### src/rtl/um3w_defs.svh
// Offsets, field positions and reset values of upstream memory window 3
// Operation
// - Type field reads 00 or 01, resets 00
// - Bit 3 read-only prefetch flag, resets 0
// - Memory space only, size 4KB to 9EB
// - Lower base size/type from setup at 034h (type here from forwarding bit 21 and 038h bit 31)
// - Upper base size from setup at 038h
// - Setup bit 31 zero disables the window
// - Setup loadable by EEPROM, SMBus or processor
// - Forwarding bit 21 joins lower and upper
// - Upper base holds address bits 63:32
// - 64-bit disabled means no address translation
// - 64-bit addresses outside downstream window go upstream
// - Base bit writable only where setup bit set
`ifndef UM3W_DEFS_SVH
`define UM3W_DEFS_SVH
`define UM3W_OFF_LOWER_BASE 8'h60
`define UM3W_OFF_UPPER_BASE 8'h64
`define UM3W_OFF_FWD_CTRL 8'h68
`define UM3W_CSR_LOWER_SETUP 12'h034
`define UM3W_CSR_UPPER_SETUP 12'h038
`define UM3W_FWD_BIT_64 21
`define UM3W_SETUP_EN_BIT 31
`define UM3W_LOWER_RO_MASK 32'h00000FFF
`define UM3W_TYPE_32 2'h0
`define UM3W_TYPE_64 2'h1
`define UM3W_BASE_RESET 32'h00000000
`define UM3W_SETUP_RESET 32'h00000000
`endif

### src/rtl/um3w_pkg.sv
// Types shared by the upstream memory window 3 decoder
package um3w_pkg;
  typedef struct packed {
    logic wr;
    logic rd;
    logic [7:0] addr;
    logic [31:0] wdata;
  } um3w_cfg_req_t;

  typedef struct packed {
    logic wr;
    logic [11:0] addr;
    logic [31:0] wdata;
  } um3w_csr_req_t;

  typedef struct packed {
    logic valid;
    logic dac;
    logic [63:0] addr;
  } um3w_txn_t;
endpackage : um3w_pkg

### src/rtl/um3w_decode.sv
// Upstream memory window 3 registers and forwarding decision
`timescale 1ns/1ps
`include "um3w_defs.svh"
module um3w_decode (
  // Clock and reset
  input wire logic ref_clk,
  input wire logic rst_n,
  // Configuration space access
  input wire um3w_pkg::um3w_cfg_req_t cfg_req,
  output logic [31:0] cfg_rdata,
  // Setup port shared by EEPROM, SMBus and local processor
  input wire um3w_pkg::um3w_csr_req_t csr_req,
  output logic [31:0] csr_rdata,
  // Prefetch strap for the read-only flag, and downstream window 3 range
  input wire logic prefetch_strap,
  input wire logic [63:0] ds_mem3_base,
  input wire logic [63:0] ds_mem3_limit,
  // Secondary memory transaction
  input wire um3w_pkg::um3w_txn_t sec_txn,
  output logic fwd_valid,
  output logic fwd_hit,
  output logic fwd_upstream
);
  // Register state
  logic [31:0] lower_setup_reg;
  logic [31:0] upper_setup_reg;
  logic [31:0] lower_base_reg;
  logic [31:0] upper_base_reg;
  logic fwd64_reg;
  logic prefetch_reg;

  // Output flops
  logic [31:0] cfg_rdata_reg;
  logic [31:0] csr_rdata_reg;
  logic fwd_valid_reg;
  logic fwd_hit_reg;
  logic fwd_up_reg;

  // Writable-bit mask derived from a setup register
  function automatic logic [31:0] wr_mask(input logic [31:0] setup,
                                           input logic [31:0] ro);
    wr_mask = setup & ~ro;
  endfunction : wr_mask

  function automatic logic [31:0] merge(input logic [31:0] old,
                                        input logic [31:0] nw,
                                        input logic [31:0] m);
    merge = (old & ~m) | (nw & m);
  endfunction : merge

  // Enables, type code and writable masks
  wire lower_en = lower_setup_reg[`UM3W_SETUP_EN_BIT];
  wire upper_en = upper_setup_reg[`UM3W_SETUP_EN_BIT];
  wire win64 = fwd64_reg & upper_en;
  wire [1:0] type_fld = win64 ? `UM3W_TYPE_64 : `UM3W_TYPE_32;
  wire [31:0] lo_mask = wr_mask(lower_setup_reg, `UM3W_LOWER_RO_MASK);
  wire [31:0] hi_mask = wr_mask(upper_setup_reg, 32'h00000000);
  // Space indicator bit 0 is always 0: memory only
  wire [31:0] lower_view = {lower_base_reg[31:12], 8'h00, prefetch_reg,
                            type_fld, 1'b0};

  // Offset selects, shared by the write strobes and the read muxes
  wire cfg_sel_lo = cfg_req.addr == `UM3W_OFF_LOWER_BASE;
  wire cfg_sel_hi = cfg_req.addr == `UM3W_OFF_UPPER_BASE;
  wire cfg_sel_fw = cfg_req.addr == `UM3W_OFF_FWD_CTRL;
  wire csr_sel_lo = csr_req.addr == `UM3W_CSR_LOWER_SETUP;
  wire csr_sel_hi = csr_req.addr == `UM3W_CSR_UPPER_SETUP;

  wire cfg_lo_wr = cfg_req.wr && cfg_sel_lo;
  wire cfg_hi_wr = cfg_req.wr && cfg_sel_hi;
  wire cfg_fw_wr = cfg_req.wr && cfg_sel_fw;
  wire csr_lo_wr = csr_req.wr && csr_sel_lo;
  wire csr_hi_wr = csr_req.wr && csr_sel_hi;

  // Forwarding control word: only the 64-bit enable is kept here
  wire [31:0] fwd_view = {10'h000, fwd64_reg, 21'h000000};
  wire [31:0] cfg_rd_mux =
    cfg_sel_lo ? lower_view :
    cfg_sel_hi ? upper_base_reg :
    cfg_sel_fw ? fwd_view : 32'h00000000;
  wire [31:0] csr_rd_mux =
    csr_sel_lo ? lower_setup_reg :
    csr_sel_hi ? upper_setup_reg : 32'h00000000;

  // Masked compare, used once for each half of the 64-bit address
  function automatic logic masked_eq(input logic [31:0] a,
                                     input logic [31:0] b,
                                     input logic [31:0] m);
    masked_eq = (a & m) == (b & m);
  endfunction : masked_eq

  // Inclusive range test on a 64-bit address
  function automatic logic in_range(input logic [63:0] a,
                                    input logic [63:0] lo,
                                    input logic [63:0] hi);
    in_range = a >= lo && a <= hi;
  endfunction : in_range

  // Window match: lower half always, upper half against the base as a 64-bit window, else it must be zero
  wire [31:0] lo_cmp_base = {lower_base_reg[31:12], 12'h000};
  wire lo_match = masked_eq(sec_txn.addr[31:0], lo_cmp_base, lo_mask);
  wire hi_match = masked_eq(sec_txn.addr[63:32], upper_base_reg,
                            upper_setup_reg);
  wire addr_hi_zero = sec_txn.addr[63:32] == 32'h00000000;
  wire hi_ok = win64 ? hi_match : addr_hi_zero;
  wire in_window = lower_en && hi_ok && lo_match;
  wire in_ds = in_range(sec_txn.addr, ds_mem3_base, ds_mem3_limit);
  wire go_up = in_window || (sec_txn.dac && !in_ds);

  // Setup registers take a whole word from the setup port
  wire [31:0] lower_setup_next =
    csr_lo_wr ? csr_req.wdata : lower_setup_reg;
  always_ff @(posedge ref_clk or negedge rst_n) begin
    if (!rst_n) begin
      lower_setup_reg <= `UM3W_SETUP_RESET;
    end else begin
      lower_setup_reg <= lower_setup_next;
    end
  end

  wire [31:0] upper_setup_next =
    csr_hi_wr ? csr_req.wdata : upper_setup_reg;
  always_ff @(posedge ref_clk or negedge rst_n) begin
    if (!rst_n) begin
      upper_setup_reg <= `UM3W_SETUP_RESET;
    end else begin
      upper_setup_reg <= upper_setup_next;
    end
  end

  // Base registers take only the bits that the setup word opens
  wire [31:0] lower_base_next = cfg_lo_wr ?
    merge(lower_base_reg, cfg_req.wdata, lo_mask) : lower_base_reg;
  always_ff @(posedge ref_clk or negedge rst_n) begin
    if (!rst_n) begin
      lower_base_reg <= `UM3W_BASE_RESET;
    end else begin
      lower_base_reg <= lower_base_next;
    end
  end

  wire [31:0] upper_base_next = cfg_hi_wr ?
    merge(upper_base_reg, cfg_req.wdata, hi_mask) : upper_base_reg;
  always_ff @(posedge ref_clk or negedge rst_n) begin
    if (!rst_n) begin
      upper_base_reg <= `UM3W_BASE_RESET;
    end else begin
      upper_base_reg <= upper_base_next;
    end
  end

  wire fwd64_next =
    cfg_fw_wr ? cfg_req.wdata[`UM3W_FWD_BIT_64] : fwd64_reg;
  always_ff @(posedge ref_clk or negedge rst_n) begin
    if (!rst_n) begin
      fwd64_reg <= 1'b0;
    end else begin
      fwd64_reg <= fwd64_next;
    end
  end

  // Strap is resampled by a clocked process on every clock after reset release
  wire prefetch_next = prefetch_strap;
  always_ff @(posedge ref_clk or negedge rst_n) begin
    if (!rst_n) begin
      prefetch_reg <= 1'b0;
    end else begin
      prefetch_reg <= prefetch_next;
    end
  end

  // Read data and forwarding results stand one cycle after the request
  wire [31:0] cfg_rdata_next = cfg_req.rd ? cfg_rd_mux : 32'h00000000;
  always_ff @(posedge ref_clk or negedge rst_n) begin
    if (!rst_n) begin
      cfg_rdata_reg <= 32'h00000000;
    end else begin
      cfg_rdata_reg <= cfg_rdata_next;
    end
  end

  wire [31:0] csr_rdata_next = csr_rd_mux;
  always_ff @(posedge ref_clk or negedge rst_n) begin
    if (!rst_n) begin
      csr_rdata_reg <= 32'h00000000;
    end else begin
      csr_rdata_reg <= csr_rdata_next;
    end
  end

  wire fwd_valid_next = sec_txn.valid;
  always_ff @(posedge ref_clk or negedge rst_n) begin
    if (!rst_n) begin
      fwd_valid_reg <= 1'b0;
    end else begin
      fwd_valid_reg <= fwd_valid_next;
    end
  end

  wire fwd_hit_next = sec_txn.valid && in_window;
  always_ff @(posedge ref_clk or negedge rst_n) begin
    if (!rst_n) begin
      fwd_hit_reg <= 1'b0;
    end else begin
      fwd_hit_reg <= fwd_hit_next;
    end
  end

  wire fwd_up_next = sec_txn.valid && go_up;
  always_ff @(posedge ref_clk or negedge rst_n) begin
    if (!rst_n) begin
      fwd_up_reg <= 1'b0;
    end else begin
      fwd_up_reg <= fwd_up_next;
    end
  end

  assign cfg_rdata = cfg_rdata_reg;
  assign csr_rdata = csr_rdata_reg;
  assign fwd_valid = fwd_valid_reg;
  assign fwd_hit = fwd_hit_reg;
  assign fwd_upstream = fwd_up_reg;
endmodule : um3w_decode

### config.mk
export PLATFORM = sky130hd
export DESIGN_NAME = um3w_decode
export DESIGN_NICKNAME = d
export VERILOG_FILES = /design/src/rtl/um3w_pkg.sv /design/src/rtl/um3w_decode.sv
export VERILOG_INCLUDE_DIRS = /design/src /design/src/rtl
export SDC_FILE = /design/constraint.sdc
export NUM_CORES = 1
export LEC_CHECK = 0
export BUFFER_PORTS_ARGS = -buffer_cell sky130_fd_sc_hd__buf_4
export CAP_MARGIN = 20
export CORE_ASPECT_RATIO = 0.5
export CORE_MARGIN = 5
export CORE_UTILIZATION = 45
export CTS_CLUSTER_DIAMETER = 150
export DETAILED_ROUTE_END_ITERATION = 8
export PLACE_DENSITY = 0.79
export SETUP_SLACK_MARGIN = 0.4
export SYNTH_ARGS = -nofsm -noshare
export SYNTH_HDL_FRONTEND = slang
export SYNTH_SLANG_ARGS = --single-unit
### constraint.sdc
create_clock -name ref_clk -period 5.2 [get_ports ref_clk]
set_input_delay 0.78 -clock ref_clk [delete_from_list [all_inputs] [get_ports ref_clk]]
set_output_delay 0.78 -clock ref_clk [all_outputs]
set_load 0.01 [all_outputs]
# Yosys cells after proc, flatten, opt, wreduce, memory -nomap -nowiden
# Index checks and enable logic that the tools add are counted.
[word_totals]
regBits = 197
latchBits = 0
ram_bits = 0
mem_bits_ro = 0
input_bits = 284
output_inout_bits = 67
word_cells = 55
n_memories = 0
[op_classes]
addsub = 0
n_mul = 0
n_div = 0
n_lt_le_gt_ge = 2
eq_ne = 7
shift = 0
mux = 8
bitwise = 13
reduce_logical = 14
[op_table]
columns = ["op", "count"]
rows = [
  ["$and A32 B32 Y32", 8],
  ["$mux W32", 5],
  ["$eq A32 B32 Y1", 2],
  ["$ge A64 B64 Y1", 1],
  ["$le A64 B64 Y1", 1],
  ["$not A32 Y32", 2],
  ["$or A32 B32 Y32", 2],
  ["$logic_not A32 Y1", 1],
  ["$eq A12 B6 Y1 const B", 2],
  ["$eq A8 B7 Y1 const B", 3],
  ["$mux W22", 1],
  ["$logic_and A1 B1 Y1", 11],
  ["$mux W1", 2],
  ["$and A1 B1 Y1", 1],
  ["$logic_not A1 Y1", 1],
  ["$logic_or A1 B1 Y1", 1],
]

# Depth between registers and ports, before layout
# Gate-level depths: netlist of run 1.
[depth]
ltp_word = 7
ltp_mapped = 9

# Worst setup path after synthesis of run 1
# OpenSTA, ideal clock, no wires.
[synth_timing]
kind = "input-to-reg"
startpoint = "in ds_mem3_limit[45]"
endpoint = "reg fwd_up_reg, in the netlist fwd_upstream"
setup_ns = 0.128
t_arrival_ns = 2.338
required_time_ns = 5.072
setup_slack_ns = 2.733
cell_stages = 9
path_buffers = 0
path_cell_list = "inv_1 ha_1 a21o_1 a21o_1 a221oi_1 o21ai_0 a2111oi_0 a211o_1 nand3b_1"
[synth_via]
elab_chain_len = 6
[synth_rtl]
columns = ["item", "line_no", "text"]
rows = [
  ["start, declared", "um3w_decode.sv:17", "input wire logic [63:0] ds_mem3_limit,"],
  ["$le A64 B64 Y1", "um3w_decode.sv:96", "in_range = a >= lo && a <= hi;"],
  ["$logic_and A1 B1 Y1", "um3w_decode.sv:96", ""],
  ["$logic_not A1 Y1", "um3w_decode.sv:108", "wire go_up = in_window || (sec_txn.dac && !in_ds);"],
  ["$logic_and A1 B1 Y1", "um3w_decode.sv:108", ""],
  ["$logic_or A1 B1 Y1", "um3w_decode.sv:108", ""],
  ["$logic_and A1 B1 Y1", "um3w_decode.sv:209", "wire fwd_up_next = sec_txn.valid && go_up;"],
  ["named net fwd_up_next", "um3w_decode.sv:209", ""],
  ["end signal, assigned", "um3w_decode.sv:214", "fwd_up_reg <= fwd_up_next;"],
  ["end, declared", "um3w_decode.sv:37", "logic fwd_up_reg;"],
]
# The timed path passes the listed nets, and every way through them passes these cells.
# A chain may end at the register's enable or synchronous reset.

# Worst setup path after layout of run 1
[layout_timing]
startpoint = "in cfg_req[39] (netlist bit)"
endpoint = "reg cfg_rdata_reg[0], in the netlist cfg_rdata[0]"
[layout_via]
elab_chain_len = 4
[layout_rtl]
columns = ["item", "line_no", "text"]
rows = [
  ["start, declared", "um3w_decode.sv:9", "input wire um3w_pkg::um3w_cfg_req_t cfg_req,"],
  ["$eq A8 B7 Y1 (no line)", "-", ""],
  ["$mux W32", "um3w_decode.sv:79", "cfg_sel_hi ? upper_base_reg :"],
  ["$mux W32 *", "um3w_decode.sv:78", "cfg_sel_lo ? lower_view :"],
  ["$mux W32 *", "um3w_decode.sv:173", "wire [31:0] cfg_rdata_next = cfg_req.rd ? cfg_rd_mux : 32'h00000000;"],
  ["named net cfg_rdata_next[0]", "um3w_decode.sv:173", ""],
  ["end signal, assigned", "um3w_decode.sv:178", "cfg_rdata_reg <= cfg_rdata_next;"],
  ["end, declared", "um3w_decode.sv:33", "logic [31:0] cfg_rdata_reg;"],
]
# The timed path passes the listed nets; every way through them passes the cells marked *.

==> key figures, run 1 <==
Placed design
  – Number of buffers added on ports: 350
  – Setup WS pre-CTS: 2.01 ns
  – GPL Wtd Cong: 0.960
  – DP HPWL: 30,800 um

Timing
  – Worst rel slew slack: 0.261
  – Unrepaired setup endpoints after global routing: no
  – Setup-failing EPs final: 0
  – Final worst-path cycle share: 0.555
  – Setup_tns: 0 ns
  – Endpoints failing hold: 0
  – Post-layout worst setup margin: 2.31 ns
  – Maximum clock frequency: 0.347 GHz
  – Clock skew after layout: 0.00806 ns
  – Slew Viols, Final: 0
  – Measured slew at the worst slew-check pin: 1.10 ns
  – Clock period minus worst slack: 2.89 ns

Synth
  – Number of synthesis warnings: 0
  – Largest cells by area after synthesis: dfrtp_1 42%, ha_1 15%, mux2_1 6.6%, mux2_2 5.4%, inv_1 4.5%
  – Avg Cell Area, Syn: 10.5 um^2
  – Post-synthesis cell type count: 42
  – Top cells by instance count after synthesis: 185 x dfrtp_1, 131 x inv_1, 128 x ha_1
  – Post-Synthesis Cells: 1,042
  – Count of flip-flops with a built-in enable after synthesis: 0
  – Portion of the post-synthesis area used by sequential elements: 0.422
  – Leading cell type by number of instances after synthesis: dfrtp_1
  – Total nets after synthesis: 1,454
  – Most instantiated flip-flop cell in the synthesis netlist: dfrtp_1
  – Library cell with the largest summed area after synthesis: dfrtp_1
  – Fraction of post-synthesis cell area in the top cell type by area: 0.422
  – Yosys reg bits: 185
  – Mapped Area: 11,000 um^2
  – Synth async-reset ratio: 1.00

Power and ir drop
  – Leak Pwr: 0.00812 uW
  – Worst ir drop on vdd: 0.246 mV
  – Power density relative to cell area: 232 nW/um^2

Clock tree
  – CTS sink cnt: 185
  – Clock transition at the registers of the reported paths: 0.06 ns
  – Buffers from clock root to sink, at most: 2
  – Clock Tree Root: clkbuf_16
  – Deepest level of the CTS H-tree: 4
  – Number of buffers created by CTS: 17
  – CTS-repair resized insts: 0
  – Number of hold-repair buffers added at the cts stage: 0
  – CTS tree: yes
  – Count of buffers added by post-CTS timing repair for setup: 0
  – Clock latency on the worst-skew pair: 0.43 ns

GRT
  – Total routing usage reported by global routing: 0.271
  – First-pass GRT wire length: 57,600 um
  – Via count of the first global-routing pass: 9,882
  – Total grt overflow: 0
  – Initial antenna violation count: 1
  – Pin count of the biggest net entering global routing: 115

Routing
  – Routed wire length per instance: 22.3 um
  – Post-DR vias/cell: 5.56
  – Remaining number of nets flagged by the antenna check after routing: 0
  – Violation count after the first detailed-routing iteration: 845
  – DR DRC count: 0
  – Overall via count from detail_route: 9,565
  – Drt pass-1 iters: 6
  – Wire length after detailed routing: 38,400 um

Setup path
  – Data arrival time of the critical path: 3.24 ns
  – Data required time at the worst endpoint: 5.56 ns
  – Endpoint type of the worst setup path: flop
  – Startpoint types: primary input
  – Max FO, Critical Path: 22
  – Critical path class: primary input to flop
  – Number of cells traversed by the worst register-to-register path: 7

Finish
  – Fraction of final layout cells sized beyond drive strength 1: 0.315
  – Number of nets at the end of the flow: 1,805
  – Layout-stage area growth over the synthesis result: 33.2%

Floorplan
  – Total Die Area: 27,800 um^2
  – Vertical die dimension: 120 um
  – # IOs: 351
  – Initial Util: 0.457
  – Placeable core area: 24,000 um^2
  – Floorplan row count: 40
  – Die outline width: 231 um

Run
  – Number of maximum-capacitance constraint violations: 0

Worst hold path
  – Worst hold-check path type: primary input to asynchronous set/reset pin

Status
  – Result of the run: finished clean
cell type report:
cell class              instances  area (um^2)
diodes                          1         2.50
clock buffers                  20          457
clock inverters                11          195
fillers                      1931         9360
repair buffers                355         2680
well taps                     315          394
flip-flops and latches        185         4630
multi-input cells             703         5760
inverters                     131          492
metal layers:
| metal | part of all wire | track usage |
|---|---|---|
| met1 | 0.41 | 0.351 |
| met3 | 0.062 | 0.0519 |
| met4 | 0.031 | 0.0879 |
| met2 | 0.50 | 0.462 |
| met5 | 0 | 0 |
critical path: stages:
cell	delay, ns
buf_4	0.10
nand4bb_1	0.21
nor4_1	0.37
nand2_1	0.73
nor2_1	0.81
and2_1	0.24
power by group:
| part | leakage (uW) | internal (uW) | switching [uW] |
|---|---|---|---|
| logic | 0.00524 | 252 | 260 |
| clock network | 0.000308 | 877 | 557 |
| registers | 0.00258 | 1440 | 3.62 |
| total | 0.00812 | 2570 | 822 |
logic make-up after synthesis:
family | synth area share
AOI/OAI and AO/OA | 0.0996
xor gates and xnor gates | 0.0415
adders and majority gates | 0.146
buffers and inverters | 0.0537
DFF | 0.422
muxes | 0.140
and+or+nand+nor | 0.0966
cell usage in the layout (no fill, tap or decap), drive strengths merged, types with 24 or more instances in the layout:
cell type | netlist | layout
nand4 | 32 | 32
a22oi | 24 | 24
dfrtp | 185 | 185
xor2 | 51 | 51
a22o | 32 | 32
nor2 | 33 | 33
mux2 | 117 | 117
ha | 128 | 128
buf | 9 | 355
nand2 | 94 | 94
inv | 131 | 131
a21oi | 55 | 55
final timing paths:
path	start	endpoint	slack [ns]
max in group asynchronous	rst_n	asynchronous set/reset pin	3.75
worst min register to register	lower_setup_reg[7]	lower_setup_reg[7]	0.49
worst max-delay path	cfg_req[39]	cfg_rdata[0]	2.31
min in group ref_clk	prefetch_strap	prefetch_reg	0.46
worst max register to register	flop	fwd_upstream	3.08
worst min-delay path	rst_n	lower_setup_reg[5]	0.35
per-stage QoR:
step	cell area (um^2)	instances	utilization	hold WS, ns	total power (uW)
global route	14600	1721	0.609	0.405	3530
CTS	14600	1720	0.609	0.386	3400
finish	14600	1721	0.609	0.352	3390
detailed placement	14000	1689	0.582	0.482	1980
global placement	14000	1689	0.582	0.474	1960
floorplan	11000	1042	-	0.461	1670
(Power assumes the default switching activity.)
==> run 2: changes to the inputs <==
ABC_AREA = 1   (was not set)
PLACE_DENSITY = 0.81   (was 0.79)
clock period = 2.65 ns   (was 5.2 ns; I/O delays follow)
==> key figures, run 2 <==
Placed design
  – Number of buffers added on ports: 350 (unchanged)
  – Setup WS pre-CTS: 0.226 ns (-1.79 ns)
  – GPL Wtd Cong: 0.927 (-3.4%)
  – DP HPWL: 31,900 um (+3.6%)

Timing
  – Post-layout worst setup margin: 0.629 ns (-1.69 ns)
  – Slew Viols, Final: 0 (unchanged)
  – Measured slew at the worst slew-check pin: 0.699 ns (-0.400 ns)
  – Clock skew after layout: 0.0115 ns (+0.00342 ns)
  – Unrepaired setup endpoints after global routing: no
  – Worst Hold Slack: 0.0688 ns (-0.284 ns)
  – Worst rel slew slack: 0.534 (+0.273)
  – Final worst-path cycle share: 0.762
  – Maximum clock frequency: 0.495 GHz
  – Endpoints failing hold: 0 (unchanged)
  – Setup-failing EPs final: 0 (unchanged)
  – Clock period minus worst slack: 2.02 ns
  – Setup_tns: 0 ns (unchanged)

Routing
  – Drt pass-1 iters: 6 (unchanged)
  – Remaining number of nets flagged by the antenna check after routing: 0 (unchanged)
  – DR DRC count: 0 (unchanged)
  – Wire length after detailed routing: 39,500 um (+3.0%)
  – Overall via count from detail_route: 11,200 (+17%)
  – Violation count after the first detailed-routing iteration: 980 (+16%)
  – Routed wire length per instance: 18.3 um (-18%)
  – Post-DR vias/cell: 5.17 (-7.0%)

Synth
  – Top cells by instance count after synthesis: 297 x nand2_1, 278 x inv_1, 185 x dfrtp_1
  – Synth async-reset ratio: 1.00 (unchanged)
  – Post-synthesis cell type count: 41 (-2.4%)
  – Count of flip-flops with a built-in enable after synthesis: 0 (unchanged)
  – Mapped Area: 11,500 um^2 (+5.3%)
  – Most instantiated flip-flop cell in the synthesis netlist: dfrtp_1
  – Avg Cell Area, Syn: 7.99 um^2 (-24%)
  – Fraction of post-synthesis cell area in the top cell type by area: 0.401 (-0.0212)
  – Library cell with the largest summed area after synthesis: dfrtp_1
  – Total nets after synthesis: 1,857 (+28%)
  – Yosys reg bits: 185 (unchanged)
  – Post-Synthesis Cells: 1,445 (+39%)
  – Leading cell type by number of instances after synthesis: nand2_1
  – Largest cells by area after synthesis: dfrtp_1 40%, ha_1 14%, nand2_1 9.7%, inv_1 9.0%, a21oi_1 5.5%
  – Portion of the post-synthesis area used by sequential elements: 0.401 (-0.0212)
  – Number of synthesis warnings: 0 (unchanged)

Floorplan
  – Total Die Area: 29,200 um^2 (+5.0%)
  – Die outline width: 237 um (+2.5%)
  – Floorplan row count: 41 (+2.5%)
  – Vertical die dimension: 123 um (+2.4%)
  – # IOs: 351 (unchanged)
  – Placeable core area: 25,200 um^2 (+5.3%)
  – Initial Util: 0.457 (about the same)

Setup path
  – Most used cell, CP: nand2_1
  – Max FO, Critical Path: 4 (-82%)
  – Endpoint type of the worst setup path: flop
  – Chain of cells forming the critical path: buf_4 -> ha_1 -> nand2_1 -> nor2_1 -> nand4_1 -> nor3_1 -> nand4_1 -> inv_1 -> nand2_1 -> nand2_1 -> nand2_1 -> nand2_1 -> nand2_1
  – Count of buffering cells on the critical path with inverters included: 2 (+1)
  – Slowest stage delay, CP: 0.36 ns (-0.45 ns)
  – Startpoint types: primary input
  – Cell with the largest stage delay on the worst path: nor3_1
  – Largest delay share family, worst path: simple AND/OR/NAND/NOR gates
  – Critical path class: primary input to flop
  – Data arrival time of the critical path: 2.34 ns (-0.90 ns)
  – Data required time at the worst endpoint: 2.97 ns (-2.59 ns)

Finish
  – Commonest cells after routing, fill and taps aside: 360 x buf_4, 297 x nand2_1, 278 x inv_1
  – Final core utilization: 0.604 (-0.00520)
  – Number of nets at the end of the flow: 2,214 (+23%)
  – Most common cell after layout, fill and taps aside: buf_4
  – Fraction of final layout cells sized beyond drive strength 1: 0.243 (-0.0716)
  – Layout-stage area growth over the synthesis result: 32.1%
  – Layout fillers: 2,226 (+15%)

Worst hold path
  – Worst hold-check path type: primary input to flop

Power and ir drop
  – Leak Pwr: 0.00839 uW (+3.2%)
  – Power density relative to cell area: 429 nW/um^2 (+85%)
  – Worst ir drop on vdd: 0.502 mV (+100%)

Clock tree
  – Clock transition at the registers of the reported paths: 0.08 ns (+0.02 ns)
  – Count of buffers added by post-CTS timing repair for setup: 0 (unchanged)
  – Number of buffers created by CTS: 17 (unchanged)
  – Number of hold-repair buffers added at the cts stage: 1 (+1)
  – Clock latency on the worst-skew pair: 0.43 ns (about the same)
  – Buffers from clock root to sink, at most: 2 (unchanged)
  – CTS sink cnt: 185 (unchanged)
  – Clock Tree Root: clkbuf_16
  – Deepest level of the CTS H-tree: 4 (unchanged)
  – CTS-repair resized insts: 0 (unchanged)
  – CTS tree: yes

GRT
  – Total routing usage reported by global routing: 0.267 (-0.00422)
  – Pin count of the biggest net entering global routing: 65 (-43%)
  – Initial antenna violation count: 2 (+1)
  – First-pass GRT wire length: 60,300 um (+4.6%)
  – Via count of the first global-routing pass: 11,100 (+12%)
  – Total grt overflow: 0 (unchanged)

Status
  – Result of the run: finished clean

Run
  – Number of maximum-capacitance constraint violations: 0 (unchanged)
run 2: changes by cell type in the layout (fill, tap and decap cells not counted), moves of 53 or more:
cell / change
inv_1: +147
nand2_1: +203
a21oi_1: +73
mux2_1: -64
mux2_2: -53
o21ai_0: +90
run 2: routing by layer:
layer  part of all wire  wire [um]  GRT usage  vias up
met5                  0          0          0        -
met4              0.023        927     0.0753        0
met3              0.088       3470     0.0689       62
met2               0.48      19100      0.455      463
met1               0.41      16000      0.342     5173
li1                   -          -          -     5472
run 2: report_power, final:
part | leakage, uW | switching (uW) | internal [uW]
Clock | 0.000307 | 1240 | 1450
Sequential | 0.00252 | 7.11 | 2830
Combinational | 0.00556 | 522 | 491
run 2: area by class of cell:
| type | count | area [um^2] | area share |
|---|---|---|---|
| clock inverter | 15 | 199 | 0.0130 |
| inverter | 280 | 1050 | 0.0690 |
| sequential | 185 | 4630 | 0.304 |
| clock buffer | 17 | 425 | 0.0279 |
| multi-input combinational | 951 | 5680 | 0.373 |
| tap | 344 | 430 | 0.0282 |
| timing repair buffer | 367 | 2820 | 0.185 |
| antenna | 3 | 7.51 | 0.000492 |
run 2: through the flow:
stage,power [uW],cell area [um^2],cells
6_report,6540,15300,2162
5_1_grt,6840,15200,2161
4_1_cts,6570,15200,2159
3_5_place_dp,3900,14600,2126
3_3_place_gp,3880,14600,2126
2_1_floorplan,3310,11500,1445
run 2: cell families after synthesis:
group | count (synthesis) | share of synthesized area
flip-flops | 185 | 0.401
AO/OA/AOI/OAI | 365 | 0.184
XOR/XNOR | 4 | 0.00303
buffers and inverters | 309 | 0.107
adder cells (fa/ha/maj) | 128 | 0.139
AND/OR/NAND/NOR | 454 | 0.166
run 2: final timing paths:
kind,depth (start not counted),end,slack (ns),from
worst max-delay path,13,fwd_upstream,0.63,sec_txn[63]
worst min-delay path,1,prefetch_reg,0.07,prefetch_strap
worst max register to register,9,fwd_upstream,0.91,flop
worst min register to register,2,lower_setup_reg[0],0.48,lower_setup_reg[0]
max in group asynchronous,3,csr_rdata[19],1.47,rst_n
min in group asynchronous,2,csr_rdata[5],0.46,rst_n
